## src/shared/tpio_map.svh

```systemverilog
// Register map, field layout, reset values and widths of the three-port
// parallel I/O block. Assumes word-indexed byte registers on a 32-bit bus.
// Functional notes
// - Port A: seven pins, latch, direction each.
// - Reset leaves all port data latches unchanged.
// - Direction 1 drives pin, 0 makes input.
// - Reset clears port A direction bits.
// - Reset clears port B direction bits.
// - Port A read: latch if output, else pin.
// - Port B read: latch if output, else pin.
// - Data writes always update latch, any direction.
// - Port A pullup only while pin is input.
// - Port A pullup bit 1 connects, 0 disconnects.
// - Port B: eight pins, no pullups.
// - Port C: three pins, pullups, bit 2 input-only.
// - Interrupt enabled: port C bit 2 reads 0.
// - Interrupt disabled: bit 2 real, branch sees 1.
// - Keypad enables turn port A pins to interrupts.
// - Reset clears port C direction bits.
// - Port C read: latch if output, else pin.
`ifndef TPIO_MAP_SVH
`define TPIO_MAP_SVH

// Printed offsets are register indices; byte address is four times index.
`define TPIO_IDX_A_DATA  8'h00
`define TPIO_IDX_B_DATA  8'h01
`define TPIO_IDX_C_DATA  8'h02
`define TPIO_IDX_A_DIR   8'h04
`define TPIO_IDX_B_DIR   8'h05
`define TPIO_IDX_C_DIR   8'h06
`define TPIO_IDX_A_PUE   8'h0D
`define TPIO_IDX_C_PUE   8'h0E
`define TPIO_IDX_KBI_EN  8'h10

`define TPIO_A_WIDTH     7
`define TPIO_B_WIDTH     8
`define TPIO_C_WIDTH     3
`define TPIO_C_DIR_WIDTH 2
`define TPIO_C_IN_ONLY   2
`define TPIO_OSC2EN_BIT  7

`define TPIO_DIR_RESET   8'h00
`define TPIO_PUE_RESET   8'h00

`define TPIO_RESP_OKAY   2'b00
`define TPIO_RESP_SLVERR 2'b10

`endif

```

## src/shared/tpio_pkg.sv

```systemverilog
// Types shared by the three-port parallel I/O block.
// Assumes the constants of tpio_map.svh are included by the user.
package tpio_pkg;
	typedef logic [1:0] tpio_resp_t;
	typedef enum logic [1:0] {
		TPIO_W_IDLE = 2'b00,
		TPIO_W_HAVE = 2'b01,
		TPIO_W_RESP = 2'b11
	} tpio_wstate_t;
endpackage : tpio_pkg

```

## src/verilog/tpio_top.sv

```systemverilog
// Three-port parallel I/O block with an AXI4-Lite register slave.
// Assumes pins are synchronous to aclk and pads resolve enables outside.
//
// Chosen here: the AXI4-Lite interface to the registers.
`timescale 1ns/1ns
`include "tpio_map.svh"

module tpio_top #(
	parameter int A_W = `TPIO_A_WIDTH,
	parameter int B_W = `TPIO_B_WIDTH,
	parameter int C_W = `TPIO_C_WIDTH
) (
	input  wire logic              aclk,
	input  wire logic              aresetn,
	input  wire logic [9:0]        s_axi_awaddr,
	input  wire logic              s_axi_awvalid,
	output logic                   s_axi_awready,
	input  wire logic [31:0]       s_axi_wdata,
	input  wire logic [3:0]        s_axi_wstrb,
	input  wire logic              s_axi_wvalid,
	output logic                   s_axi_wready,
	output logic [1:0]             s_axi_bresp,
	output logic                   s_axi_bvalid,
	input  wire logic              s_axi_bready,
	input  wire logic [9:0]        s_axi_araddr,
	input  wire logic              s_axi_arvalid,
	output logic                   s_axi_arready,
	output logic [31:0]            s_axi_rdata,
	output logic [1:0]             s_axi_rresp,
	output logic                   s_axi_rvalid,
	input  wire logic              s_axi_rready,
	input  wire logic [A_W-1:0]    port_a_in,
	output logic      [A_W-1:0]    port_a_out,
	output logic      [A_W-1:0]    port_a_oe,
	output logic      [A_W-1:0]    port_a_pullup,
	input  wire logic [B_W-1:0]    port_b_in,
	output logic      [B_W-1:0]    port_b_out,
	output logic      [B_W-1:0]    port_b_oe,
	input  wire logic [C_W-1:0]    port_c_in,
	output logic      [C_W-1:0]    port_c_out,
	output logic      [C_W-1:0]    port_c_oe,
	output logic      [C_W-1:0]    port_c_pullup,
	output logic                   osc2_clock_out_en,
	input  wire logic              irq_function_en,
	output logic                   irq_branch_level,
	output logic      [A_W-1:0]    keypad_pin_interrupt_enables,
	output logic      [A_W-1:0]    keypad_inputs,
	input  wire logic [A_W-1:0]    alt_a_claim,
	input  wire logic [A_W-1:0]    alt_a_out,
	input  wire logic [A_W-1:0]    alt_a_oe,
	input  wire logic [B_W-1:0]    alt_b_claim,
	input  wire logic [B_W-1:0]    alt_b_out,
	input  wire logic [B_W-1:0]    alt_b_oe,
	input  wire logic [C_W-1:0]    alt_c_claim,
	input  wire logic [C_W-1:0]    alt_c_out,
	input  wire logic [C_W-1:0]    alt_c_oe
);

	initial begin
		if (A_W != `TPIO_A_WIDTH || B_W != `TPIO_B_WIDTH ||
			C_W != `TPIO_C_WIDTH)
			$error("tpio_top: port widths are fixed by the map");
	end

	////////////////////////////////////////////////////////////////////////
	// Register storage.

	logic [A_W-1:0] port_a_data_q;
	logic [B_W-1:0] port_b_data_q;
	logic [C_W-1:0] port_c_data_q;
	logic [A_W-1:0] port_a_direction_q;
	logic [B_W-1:0] port_b_direction_q;
	logic [`TPIO_C_DIR_WIDTH-1:0] port_c_direction_q;
	logic [A_W-1:0] port_a_pullup_enable_q;
	logic [C_W-1:0] port_c_pullup_enable_q;
	logic           osc2_en_q;
	logic [A_W-1:0] kbi_en_q;

	////////////////////////////////////////////////////////////////////////
	// Write channel: address and data may arrive in either order.

	tpio_pkg::tpio_wstate_t wstate_q;
	logic       aw_have_q;
	logic       w_have_q;
	logic [7:0] aw_idx_q;
	logic [7:0] w_byte_q;
	logic       w_strb_q;
	logic       w_fire;
	logic       w_mapped;

	function automatic logic idx_mapped(input logic [7:0] idx);
		case (idx)
			`TPIO_IDX_A_DATA, `TPIO_IDX_B_DATA, `TPIO_IDX_C_DATA,
			`TPIO_IDX_A_DIR, `TPIO_IDX_B_DIR, `TPIO_IDX_C_DIR,
			`TPIO_IDX_A_PUE, `TPIO_IDX_C_PUE, `TPIO_IDX_KBI_EN:
				idx_mapped = 1'b1;
			default:
				idx_mapped = 1'b0;
		endcase
	endfunction : idx_mapped

	assign s_axi_awready = (wstate_q != tpio_pkg::TPIO_W_RESP) && !aw_have_q;
	assign s_axi_wready  = (wstate_q != tpio_pkg::TPIO_W_RESP) && !w_have_q;
	assign w_fire   = aw_have_q && w_have_q &&
		(wstate_q != tpio_pkg::TPIO_W_RESP);
	assign w_mapped = idx_mapped(aw_idx_q);

	always_ff @(posedge aclk) begin
		if (!aresetn) begin
			aw_have_q <= 1'b0;
			w_have_q  <= 1'b0;
			aw_idx_q  <= 8'h00;
			w_byte_q  <= 8'h00;
			w_strb_q  <= 1'b0;
		end else if (w_fire) begin
			aw_have_q <= 1'b0;
			w_have_q  <= 1'b0;
		end else begin
			if (s_axi_awvalid && s_axi_awready) begin
				aw_have_q <= 1'b1;
				aw_idx_q  <= s_axi_awaddr[9:2];
			end
			if (s_axi_wvalid && s_axi_wready) begin
				w_have_q <= 1'b1;
				w_byte_q <= s_axi_wdata[7:0];
				w_strb_q <= s_axi_wstrb[0];
			end
		end
	end

	always_ff @(posedge aclk) begin
		if (!aresetn) begin
			wstate_q     <= tpio_pkg::TPIO_W_IDLE;
			s_axi_bvalid <= 1'b0;
			s_axi_bresp  <= `TPIO_RESP_OKAY;
		end else begin
			case (wstate_q)
				tpio_pkg::TPIO_W_IDLE, tpio_pkg::TPIO_W_HAVE: begin
					if (w_fire) begin
						wstate_q     <= tpio_pkg::TPIO_W_RESP;
						s_axi_bvalid <= 1'b1;
						s_axi_bresp  <= w_mapped ? `TPIO_RESP_OKAY :
							`TPIO_RESP_SLVERR;
					end else if (aw_have_q || w_have_q) begin
						wstate_q <= tpio_pkg::TPIO_W_HAVE;
					end
				end
				tpio_pkg::TPIO_W_RESP: begin
					if (s_axi_bready) begin
						wstate_q     <= tpio_pkg::TPIO_W_IDLE;
						s_axi_bvalid <= 1'b0;
					end
				end
				default: begin
					wstate_q     <= tpio_pkg::TPIO_W_IDLE;
					s_axi_bvalid <= 1'b0;
				end
			endcase
		end
	end

	logic wr_en;
	assign wr_en = w_fire && w_strb_q;

	////////////////////////////////////////////////////////////////////////
	// Data latches carry no reset, so a reset keeps the last written level.

	always_ff @(posedge aclk) begin
		// Latches load in any direction; inputs read the pin, not this.
		if (wr_en && aw_idx_q == `TPIO_IDX_A_DATA)
			port_a_data_q <= w_byte_q[A_W-1:0];
		if (wr_en && aw_idx_q == `TPIO_IDX_B_DATA)
			port_b_data_q <= w_byte_q[B_W-1:0];
		if (wr_en && aw_idx_q == `TPIO_IDX_C_DATA)
			port_c_data_q <= w_byte_q[C_W-1:0];
	end

	always_ff @(posedge aclk) begin
		if (!aresetn) begin
			port_a_direction_q <= A_W'(`TPIO_DIR_RESET);
			port_b_direction_q <= B_W'(`TPIO_DIR_RESET);
			port_c_direction_q <= `TPIO_C_DIR_WIDTH'(`TPIO_DIR_RESET);
		end else if (wr_en) begin
			if (aw_idx_q == `TPIO_IDX_A_DIR)
				port_a_direction_q <= w_byte_q[A_W-1:0];
			if (aw_idx_q == `TPIO_IDX_B_DIR)
				port_b_direction_q <= w_byte_q[B_W-1:0];
			if (aw_idx_q == `TPIO_IDX_C_DIR)
				port_c_direction_q <= w_byte_q[`TPIO_C_DIR_WIDTH-1:0];
		end
	end

	always_ff @(posedge aclk) begin
		if (!aresetn) begin
			port_a_pullup_enable_q <= A_W'(`TPIO_PUE_RESET);
			port_c_pullup_enable_q <= C_W'(`TPIO_PUE_RESET);
			osc2_en_q              <= 1'b0;
			kbi_en_q               <= A_W'(`TPIO_PUE_RESET);
		end else if (wr_en) begin
			if (aw_idx_q == `TPIO_IDX_A_PUE)
				port_a_pullup_enable_q <= w_byte_q[A_W-1:0];
			if (aw_idx_q == `TPIO_IDX_C_PUE) begin
				port_c_pullup_enable_q <= w_byte_q[C_W-1:0];
				osc2_en_q <= w_byte_q[`TPIO_OSC2EN_BIT];
			end
			if (aw_idx_q == `TPIO_IDX_KBI_EN)
				kbi_en_q <= w_byte_q[A_W-1:0];
		end
	end

	////////////////////////////////////////////////////////////////////////
	// Pin drivers. A claiming peripheral outranks the port logic.

	logic [C_W-1:0] c_dir;
	assign c_dir = {1'b0, port_c_direction_q};

	always_comb begin
		for (int i = 0; i < A_W; i++) begin
			port_a_out[i] = alt_a_claim[i] ? alt_a_out[i] : port_a_data_q[i];
			port_a_oe[i]  = alt_a_claim[i] ? alt_a_oe[i] :
				port_a_direction_q[i];
		end
		for (int i = 0; i < B_W; i++) begin
			port_b_out[i] = alt_b_claim[i] ? alt_b_out[i] : port_b_data_q[i];
			port_b_oe[i]  = alt_b_claim[i] ? alt_b_oe[i] :
				port_b_direction_q[i];
		end
		for (int i = 0; i < C_W; i++) begin
			port_c_out[i] = alt_c_claim[i] ? alt_c_out[i] : port_c_data_q[i];
			port_c_oe[i]  = alt_c_claim[i] ? alt_c_oe[i] : c_dir[i];
		end
	end

	// Pullups drop the moment a pin turns output, even if the bit stays set.
	assign port_a_pullup = port_a_pullup_enable_q & ~port_a_oe;
	assign port_c_pullup = port_c_pullup_enable_q & ~port_c_oe;
	assign osc2_clock_out_en = osc2_en_q;
	assign keypad_pin_interrupt_enables = kbi_en_q;
	assign keypad_inputs = port_a_in & kbi_en_q;
	// With the interrupt function off, branch tests see a fixed high.
	assign irq_branch_level = irq_function_en ?
		port_c_in[`TPIO_C_IN_ONLY] : 1'b1;

	////////////////////////////////////////////////////////////////////////
	// Read channel: one cycle from address to data.

	logic [7:0] rd_byte;
	logic       rd_ok;
	logic [C_W-1:0] c_view;

	always_comb begin
		c_view = (c_dir & port_c_data_q) | (~c_dir & port_c_in);
		if (irq_function_en)
			c_view[`TPIO_C_IN_ONLY] = 1'b0;
		rd_ok   = idx_mapped(s_axi_araddr[9:2]);
		rd_byte = 8'h00;
		case (s_axi_araddr[9:2])
			`TPIO_IDX_A_DATA: rd_byte[A_W-1:0] =
				(port_a_direction_q & port_a_data_q) |
				(~port_a_direction_q & port_a_in);
			`TPIO_IDX_B_DATA: rd_byte[B_W-1:0] =
				(port_b_direction_q & port_b_data_q) |
				(~port_b_direction_q & port_b_in);
			`TPIO_IDX_C_DATA: rd_byte[C_W-1:0] = c_view;
			`TPIO_IDX_A_DIR:  rd_byte[A_W-1:0] = port_a_direction_q;
			`TPIO_IDX_B_DIR:  rd_byte[B_W-1:0] = port_b_direction_q;
			`TPIO_IDX_C_DIR:
				rd_byte[`TPIO_C_DIR_WIDTH-1:0] = port_c_direction_q;
			`TPIO_IDX_A_PUE:  rd_byte[A_W-1:0] = port_a_pullup_enable_q;
			`TPIO_IDX_C_PUE: begin
				rd_byte[C_W-1:0] = port_c_pullup_enable_q;
				rd_byte[`TPIO_OSC2EN_BIT] = osc2_en_q;
			end
			`TPIO_IDX_KBI_EN: rd_byte[A_W-1:0] = kbi_en_q;
			default:          rd_byte = 8'h00;
		endcase
	end

	assign s_axi_arready = !s_axi_rvalid;

	always_ff @(posedge aclk) begin
		if (!aresetn) begin
			s_axi_rvalid <= 1'b0;
			s_axi_rdata  <= 32'h0000_0000;
			s_axi_rresp  <= `TPIO_RESP_OKAY;
		end else if (s_axi_arvalid && s_axi_arready) begin
			s_axi_rvalid <= 1'b1;
			s_axi_rdata  <= {24'h00_0000, rd_byte};
			s_axi_rresp  <= rd_ok ? `TPIO_RESP_OKAY : `TPIO_RESP_SLVERR;
		end else if (s_axi_rready) begin
			s_axi_rvalid <= 1'b0;
		end
	end

endmodule : tpio_top

```

## config.mk

```make
export PLATFORM = sky130hd
export DESIGN_NAME = tpio_top
export DESIGN_NICKNAME = d
export VERILOG_FILES = /design/src/shared/tpio_pkg.sv /design/src/verilog/tpio_top.sv
export VERILOG_INCLUDE_DIRS = /design/src /design/src/shared
export SDC_FILE = /design/constraint.sdc
export NUM_CORES = 1
export LEC_CHECK = 0
export BUFFER_PORTS_ARGS = -buffer_cell sky130_fd_sc_hd__buf_2
export CORE_UTILIZATION = 50
export DETAILED_ROUTE_END_ITERATION = 8
export GPL_TIMING_DRIVEN = 0
export HOLD_SLACK_MARGIN = 0.12
export PLACE_DENSITY_LB_ADDON = 0.08
export SLEW_MARGIN = 20
export SYNTH_ARGS = -nofsm -noshare
export SYNTH_HDL_FRONTEND = slang
export SYNTH_SLANG_ARGS = --single-unit
```

## constraint.sdc

```tcl
create_clock -name aclk -period 3 [get_ports aclk]
set_input_delay 0.15 -clock aclk [delete_from_list [all_inputs] [get_ports aclk]]
set_output_delay 0.15 -clock aclk [all_outputs]
set_load 0.005 [all_outputs]
```

==> flow_summary.toml, run 1 <==
[pwr]
ir_drop_mv = 0.353
power_density_nw_per_um2 = 382
p_leak_nw = 2.76

[timing]
period_share_pct = 76.1
max_clock_freq_ghz = 0.438
hold_violations = 0
min_period_ns = 2.28
worst_slew_pin_slew_ns = 0.746
relSlewSlack_pct = 49.9
final-setup-viol-count = 0
final.setup_skew_ns = 0.00613
fin_setup_tns_ns = 0
slew_viol_final = 0
grt_setup_unrepaired = "no"

[synthesis]
synthCells = 526
synth.avg_cell_area_um2 = 9.02
synthFlopType = "dfxtp_1"
ys_warn_count = 0
synth_seq_area_share_pct = 40.5
yosysTopAreaCell = "dfxtp_1"
ys_ff_latch = 87
yosysUniqueCellTypes = 60
synth_area_um2 = 4750
async_flop_share_pct = 0
synth_area_leaders = "dfxtp_1 (29%), edfxtp_1 (11%), mux2_2 (8.8%), mux2i_1 (5.7%), o21ai_0 (4.9%)"
synth_edf_count = 18
synthDominantCellAreaShare_pct = 29.1

[die]
std_cell_rows = 35
io-pin-count = 239
die_h_um = 99.4
floorplan.initialDensity_pct = 51.6
dieArea_um2 = 9890
die_w_um = 99.4
coreArea_um2 = 9200

[cts]
cts-root-buf = "clkbuf_8"
cts_tree = "done"
h-tree-depth = 3
clockBufferDepth = 2
cts_made_buffers = 9
cts_sinks = 87
ctsResizeCount = 0
clk_pin_slew_worst_paths_ns = 0.08
clk_latency_ns = 0.35

[routing]
vias = 4735
ant_nets = 0
dr.pass1.iters = 5
route.detailed.drc = 0
drt_iter0_markers = 202
postRouteWirelength_mm = 14.1
vias_per_cell = 5.40
wl_per_cell_um = 16.1

[finish]
syn_to_final_growth_pct = 31.4
antenna_cells = 0
fin_nets = 903
mostFrequentLayoutCells = "buf_2 (184), dfxtp_1 (69), nand2_1 (55)"
final_common_cell = "buf_2"
layout-drive-gt1-share_pct = 36.6
n_fill_cell = 785
utilization_pct = 67.8

[worst_setup_path]
arrival_ns = 2.27
end_kind = "flip-flop"
r2r_cells = 4
crit_required_ns = 2.98
cp_max_fo = 10
worstSetupPathType = "flip-flop to flip-flop"
cp-start-kind = "flip-flop"

[grt]
antenna_found_initial = 0
globalRouteTotalUtil_pct = 28.7
grt_max_degree = 15
overflow = 0
grt_pass1_vias = 4379
grt_pass1_wl_mm = 21.8

[outcome]
status = "complete, no violations"

[placed_design]
port_buffers = 180
dp_hpwl_mm = 10.9
gp_congestion = 0.925

[run]
drv_cap = 0

[worst_hold_path]
hold_depth = 3
worstHoldPathType = "primary input to flip-flop"
## critical path, cell delays in order (launching register included)
cell and delay (ns):
dfxtp_1 0.41, a21boi_4 0.26, nand4b_2 0.30, clkbuf_1 0.31, nor2_1 0.63
## synth_stat cells (6+ instances only)
library cell  count
o21ai_0          46
a21oi_1          41
buf_4            27
nand4_1           7
mux2i_1          27
clkbuf_1         13
nand2_1          55
dfxtp_1          69
ha_1              6
nor3_1            8
edfxtp_1         18
nor2b_1           9
inv_1            18
and2_1           11
nand2b_1          7
mux2_2           37
nor2_1           46
## routing by layer
metal | wire length [µm] | GRT usage, % | vias up
li1 | - | - | 2303
met1 | 5540 | 33.0 | 2203
met2 | 7350 | 53.6 | 204
met3 | 1000 | 5.41 | 25
met4 | 248 | 8.60 | 0
met5 | 0 | 0 | -
## repair_timing
| item | CTS | global route |
|---|---|---|
| setup buffers | 0 | 0 |
| hold endpoints to repair | 19 | 0 |
| hold buffers | 18 | 0 |
## metrics by stage
step                setup WS, ns  hold WS (ns)  instances  power, W  cell area (µm²)
detailed placement         0.749         0.403        843   0.00167             5890
floorplan                   1.11         0.286        551   0.00149             4840
global placement           0.332         0.393        842   0.00166             5880
finish                     0.717         0.125        877   0.00238             6240
CTS                        0.736         0.123        877   0.00239             6240
global route               0.501         0.126        877   0.00249             6240
## sequential cells by signal, summed over array words and instances, names as in the netlist, 7 cells and up, named ones only
| signal | flops |
|---|---|
| keypad_pin_interrupt_enables | 7 |
| aw_idx_q | 8 |
| w_byte_q | 8 |
| port_a_direction_q | 7 |
| port_b_data_q | 8 |
| port_b_direction_q | 8 |
| port_a_pullup_enable_q | 7 |
| s_axi_rdata | 8 |
| port_a_data_q | 7 |
## cells by family (layout without fill, tap and decap cells)
kind of cell	count (synthesis)	after routing	share of synthesized area (%)
AO/OA/AOI/OAI	126	126	15.7
other	1	26	0.0790
multiplexers	64	64	14.5
buffers and inverters	65	280	7.54
adder cells (fa/ha/maj)	6	6	1.58
AND/OR/NAND/NOR	177	177	20.1
flip-flops	87	87	40.5
## cell type report
cell class	instances	area, µm²	area share [%]
Buffer	47	290	4.65
Sequential cell	87	1920	30.8
Multi-Input combinational cell	399	2570	41.1
Tap cell	111	139	2.23
Timing Repair Buffer	199	1090	17.4
Inverter	18	67.6	1.08
Clock buffer	12	145	2.33
Clock inverter	4	21.3	0.341
## worst paths after layout
check                  start                to  slack, ns
max              wstate_q[1]  port_b_data_q[2]       0.72
min          s_axi_awaddr[6]       aw_idx_q[4]       0.12
min reg2reg        flip-flop    s_axi_bresp[1]       0.42
max reg2reg      wstate_q[1]  port_b_data_q[2]       0.72
## power breakdown
group | total, W | internal (W) | switching (W) | leakage (nW)
combinational | 0.000397 | 0.000202 | 0.000195 | 1.95
clock | 0.000723 | 0.000321 | 0.000402 | 0.0905
sequential | 0.00126 | 0.00122 | 0.0000411 | 0.720
total | 0.00238 | 0.00175 | 0.000638 | 2.76
No activity file was read; power rests on OpenSTA's default activity.
==> run 2, diff against run 1 <==
Settings changed: CORE_UTILIZATION 50 to 42.
Clock period 3 ns to 2 ns, I/O delays scaled along.
==> run 2 against run 1 <==
Compared with the run above: cell area increased by 3.6%; sequential share of layout area decreased by 1.1 points; core utilization decreased by 8.7 points; combinational power increased by 51%; wire length increased by 2.5%; sequential cell count unchanged; count of clock-buffer cells in the layout increased by 1; worst setup slack got worse by 0.69 ns; critical path type unchanged; critical endpoint is now port_a_pullup_enable_q[0]; largest power group unchanged.
==> flow_summary.toml, run 2 (same netlist as run 1, synthesis figures left out) <==
[outcome]
status = "complete, no violations"

[worst_setup_path]
arrival_ns = 2.22
worstSetupPathType = "flip-flop to flip-flop"
cp_max_fo = 9
cp-start-kind = "flip-flop"
end_kind = "flip-flop"
crit_required_ns = 2.25

[cts]
cts-root-buf = "clkbuf_16"
h-tree-depth = 3
cts_made_buffers = 9
clockBufferDepth = 2
clk_pin_slew_worst_paths_ns = 0.06
cts_tree = "done"
cts_sinks = 87
clk_latency_ns = 0.33

[die]
coreArea_um2 = 10900
std_cell_rows = 38
io-pin-count = 239
dieArea_um2 = 11700
die_h_um = 108
floorplan.initialDensity_pct = 43.4
die_w_um = 108

[timing]
hold_violations = 0
worst_slew_pin_slew_ns = 0.723
relSlewSlack_pct = 51.4
fin_setup_tns_ns = 0
final.setup_skew_ns = 0.00709
final-setup-viol-count = 0
max_clock_freq_ghz = 0.507
grt_setup_unrepaired = "yes"
slew_viol_final = 0
min_period_ns = 1.97
period_share_pct = 98.6

[finish]
n_fill_cell = 1015
multi_input_area_um2 = 2590
area.sequential_um2 = 1920
mostFrequentLayoutCells = "buf_2 (184), dfxtp_1 (69), nand2_1 (55)"
utilization_pct = 59.1
final_common_cell = "buf_2"
syn_to_final_growth_pct = 36.2
antenna_cells = 0
layout-drive-gt1-share_pct = 36.8
design_area_um2 = 6460
fin_nets = 905

[routing]
drt_iter0_markers = 207
vias_per_cell = 5.11
vias = 4640
postRouteWirelength_mm = 14.5
dr.pass1.iters = 5
route.detailed.drc = 0
ant_nets = 0
wl_per_cell_um = 16.0

[pwr]
combPwrFrac_pct = 14.4
ir_drop_mv = 0.373
p_clk_share_pct = 39.9
intPower_w = 0.00313
p_total_w = 0.00416
power.share.sequential_pct = 45.7
p_leak_nw = 2.84
power_density_nw_per_um2 = 643
p_sw_w = 0.00103
switching_share_pct = 24.7

[grt]
overflow = 0
grt_max_degree = 15
grt_pass1_vias = 4375
globalRouteTotalUtil_pct = 25.0
antenna_found_initial = 0
grt_pass1_wl_mm = 22.2

[placed_design]
dp_hpwl_mm = 11.5
port_buffers = 180
gp_congestion = 0.874
placed_cell_area_um2 = 5930

[worst_hold_path]
worstHoldPathType = "primary input to flip-flop"

[run]
drv_cap = 0
-- run 2: cell types whose count changed in the layout (fill, tap and decap cells not counted), sizes merged --
cell | before | now
dlygate4sd3 | 18 | 19
inv | 19 | 20
clkbuf | 26 | 27
clkinv | 3 | 1
buf | 214 | 215
-- run 2: timing repair --
item | CTS | global route
endpoints found under the hold margin | 20 | 0
setup buffers | 0 | 1
setup endpoints to repair | 8 | 22
gates cloned | 0 | 0
hold buffers | 19 | 0
pin swaps | 0 | 2
resized for setup | 3 | 1
-- run 2: worst paths after layout --
kind / from / to / slack [ns] / cells past startpoint
worst max-delay path: wstate_q[1] / port_a_pullup_enable_q[0] / 0.03 / 5
worst min-delay path: s_axi_awvalid / aw_idx_q[2] / 0.14 / 3
worst max register to register: wstate_q[1] / port_a_pullup_enable_q[0] / 0.03 / 5
worst min register to register: flip-flop / s_axi_bresp[1] / 0.42 / 1
-- run 2: cell type report --
cell class | instances | share of cell area (%)
Inverter | 18 | 1.05
Tap cell | 140 | 2.71
Multi-Input combinational cell | 399 | 40.1
Clock buffer | 13 | 4.36
Timing Repair Buffer | 201 | 17.3
Clock inverter | 3 | 0.329
Sequential cell | 87 | 29.7
Buffer | 47 | 4.49
-- run 2: metal layers --
layer / wire, µm / GRT usage [%]
met2: 7610 / 46.6
met3: 763 / 3.32
met5: 0 / 0
met1: 6050 / 30.4
met4: 76 / 5.89
-- run 2: power groups by stage --
stage	Combinational [W]	Sequential, W	Clock [W]
2_1_floorplan	0.000318	0.00192	0
3_3_place_gp	0.000555	0.00194	0
3_5_place_dp	0.000565	0.00194	0
4_1_cts	0.000600	0.00190	0.00169
5_1_grt	0.000664	0.00191	0.00178
6_report	0.000598	0.00190	0.00166
-- run 2: through the flow --
step / hold WS (ns) / worst slack [ns] / instances
floorplan: 0.236 / 0.106 / 551
global placement: 0.340 / -0.650 / 871
detailed placement: 0.341 / -0.277 / 872
CTS: 0.132 / 0.0672 / 907
global route: 0.141 / -0.101 / 908
finish: 0.137 / 0.0271 / 908
-- run 2: critical path, stage by stage (launching register included) --
cell and delay (ns):
dfxtp_1 0.41, a21boi_4 0.26, nand4b_2 0.33, nor2_1 0.62, nand2_1 0.12, a21oi_1 0.16
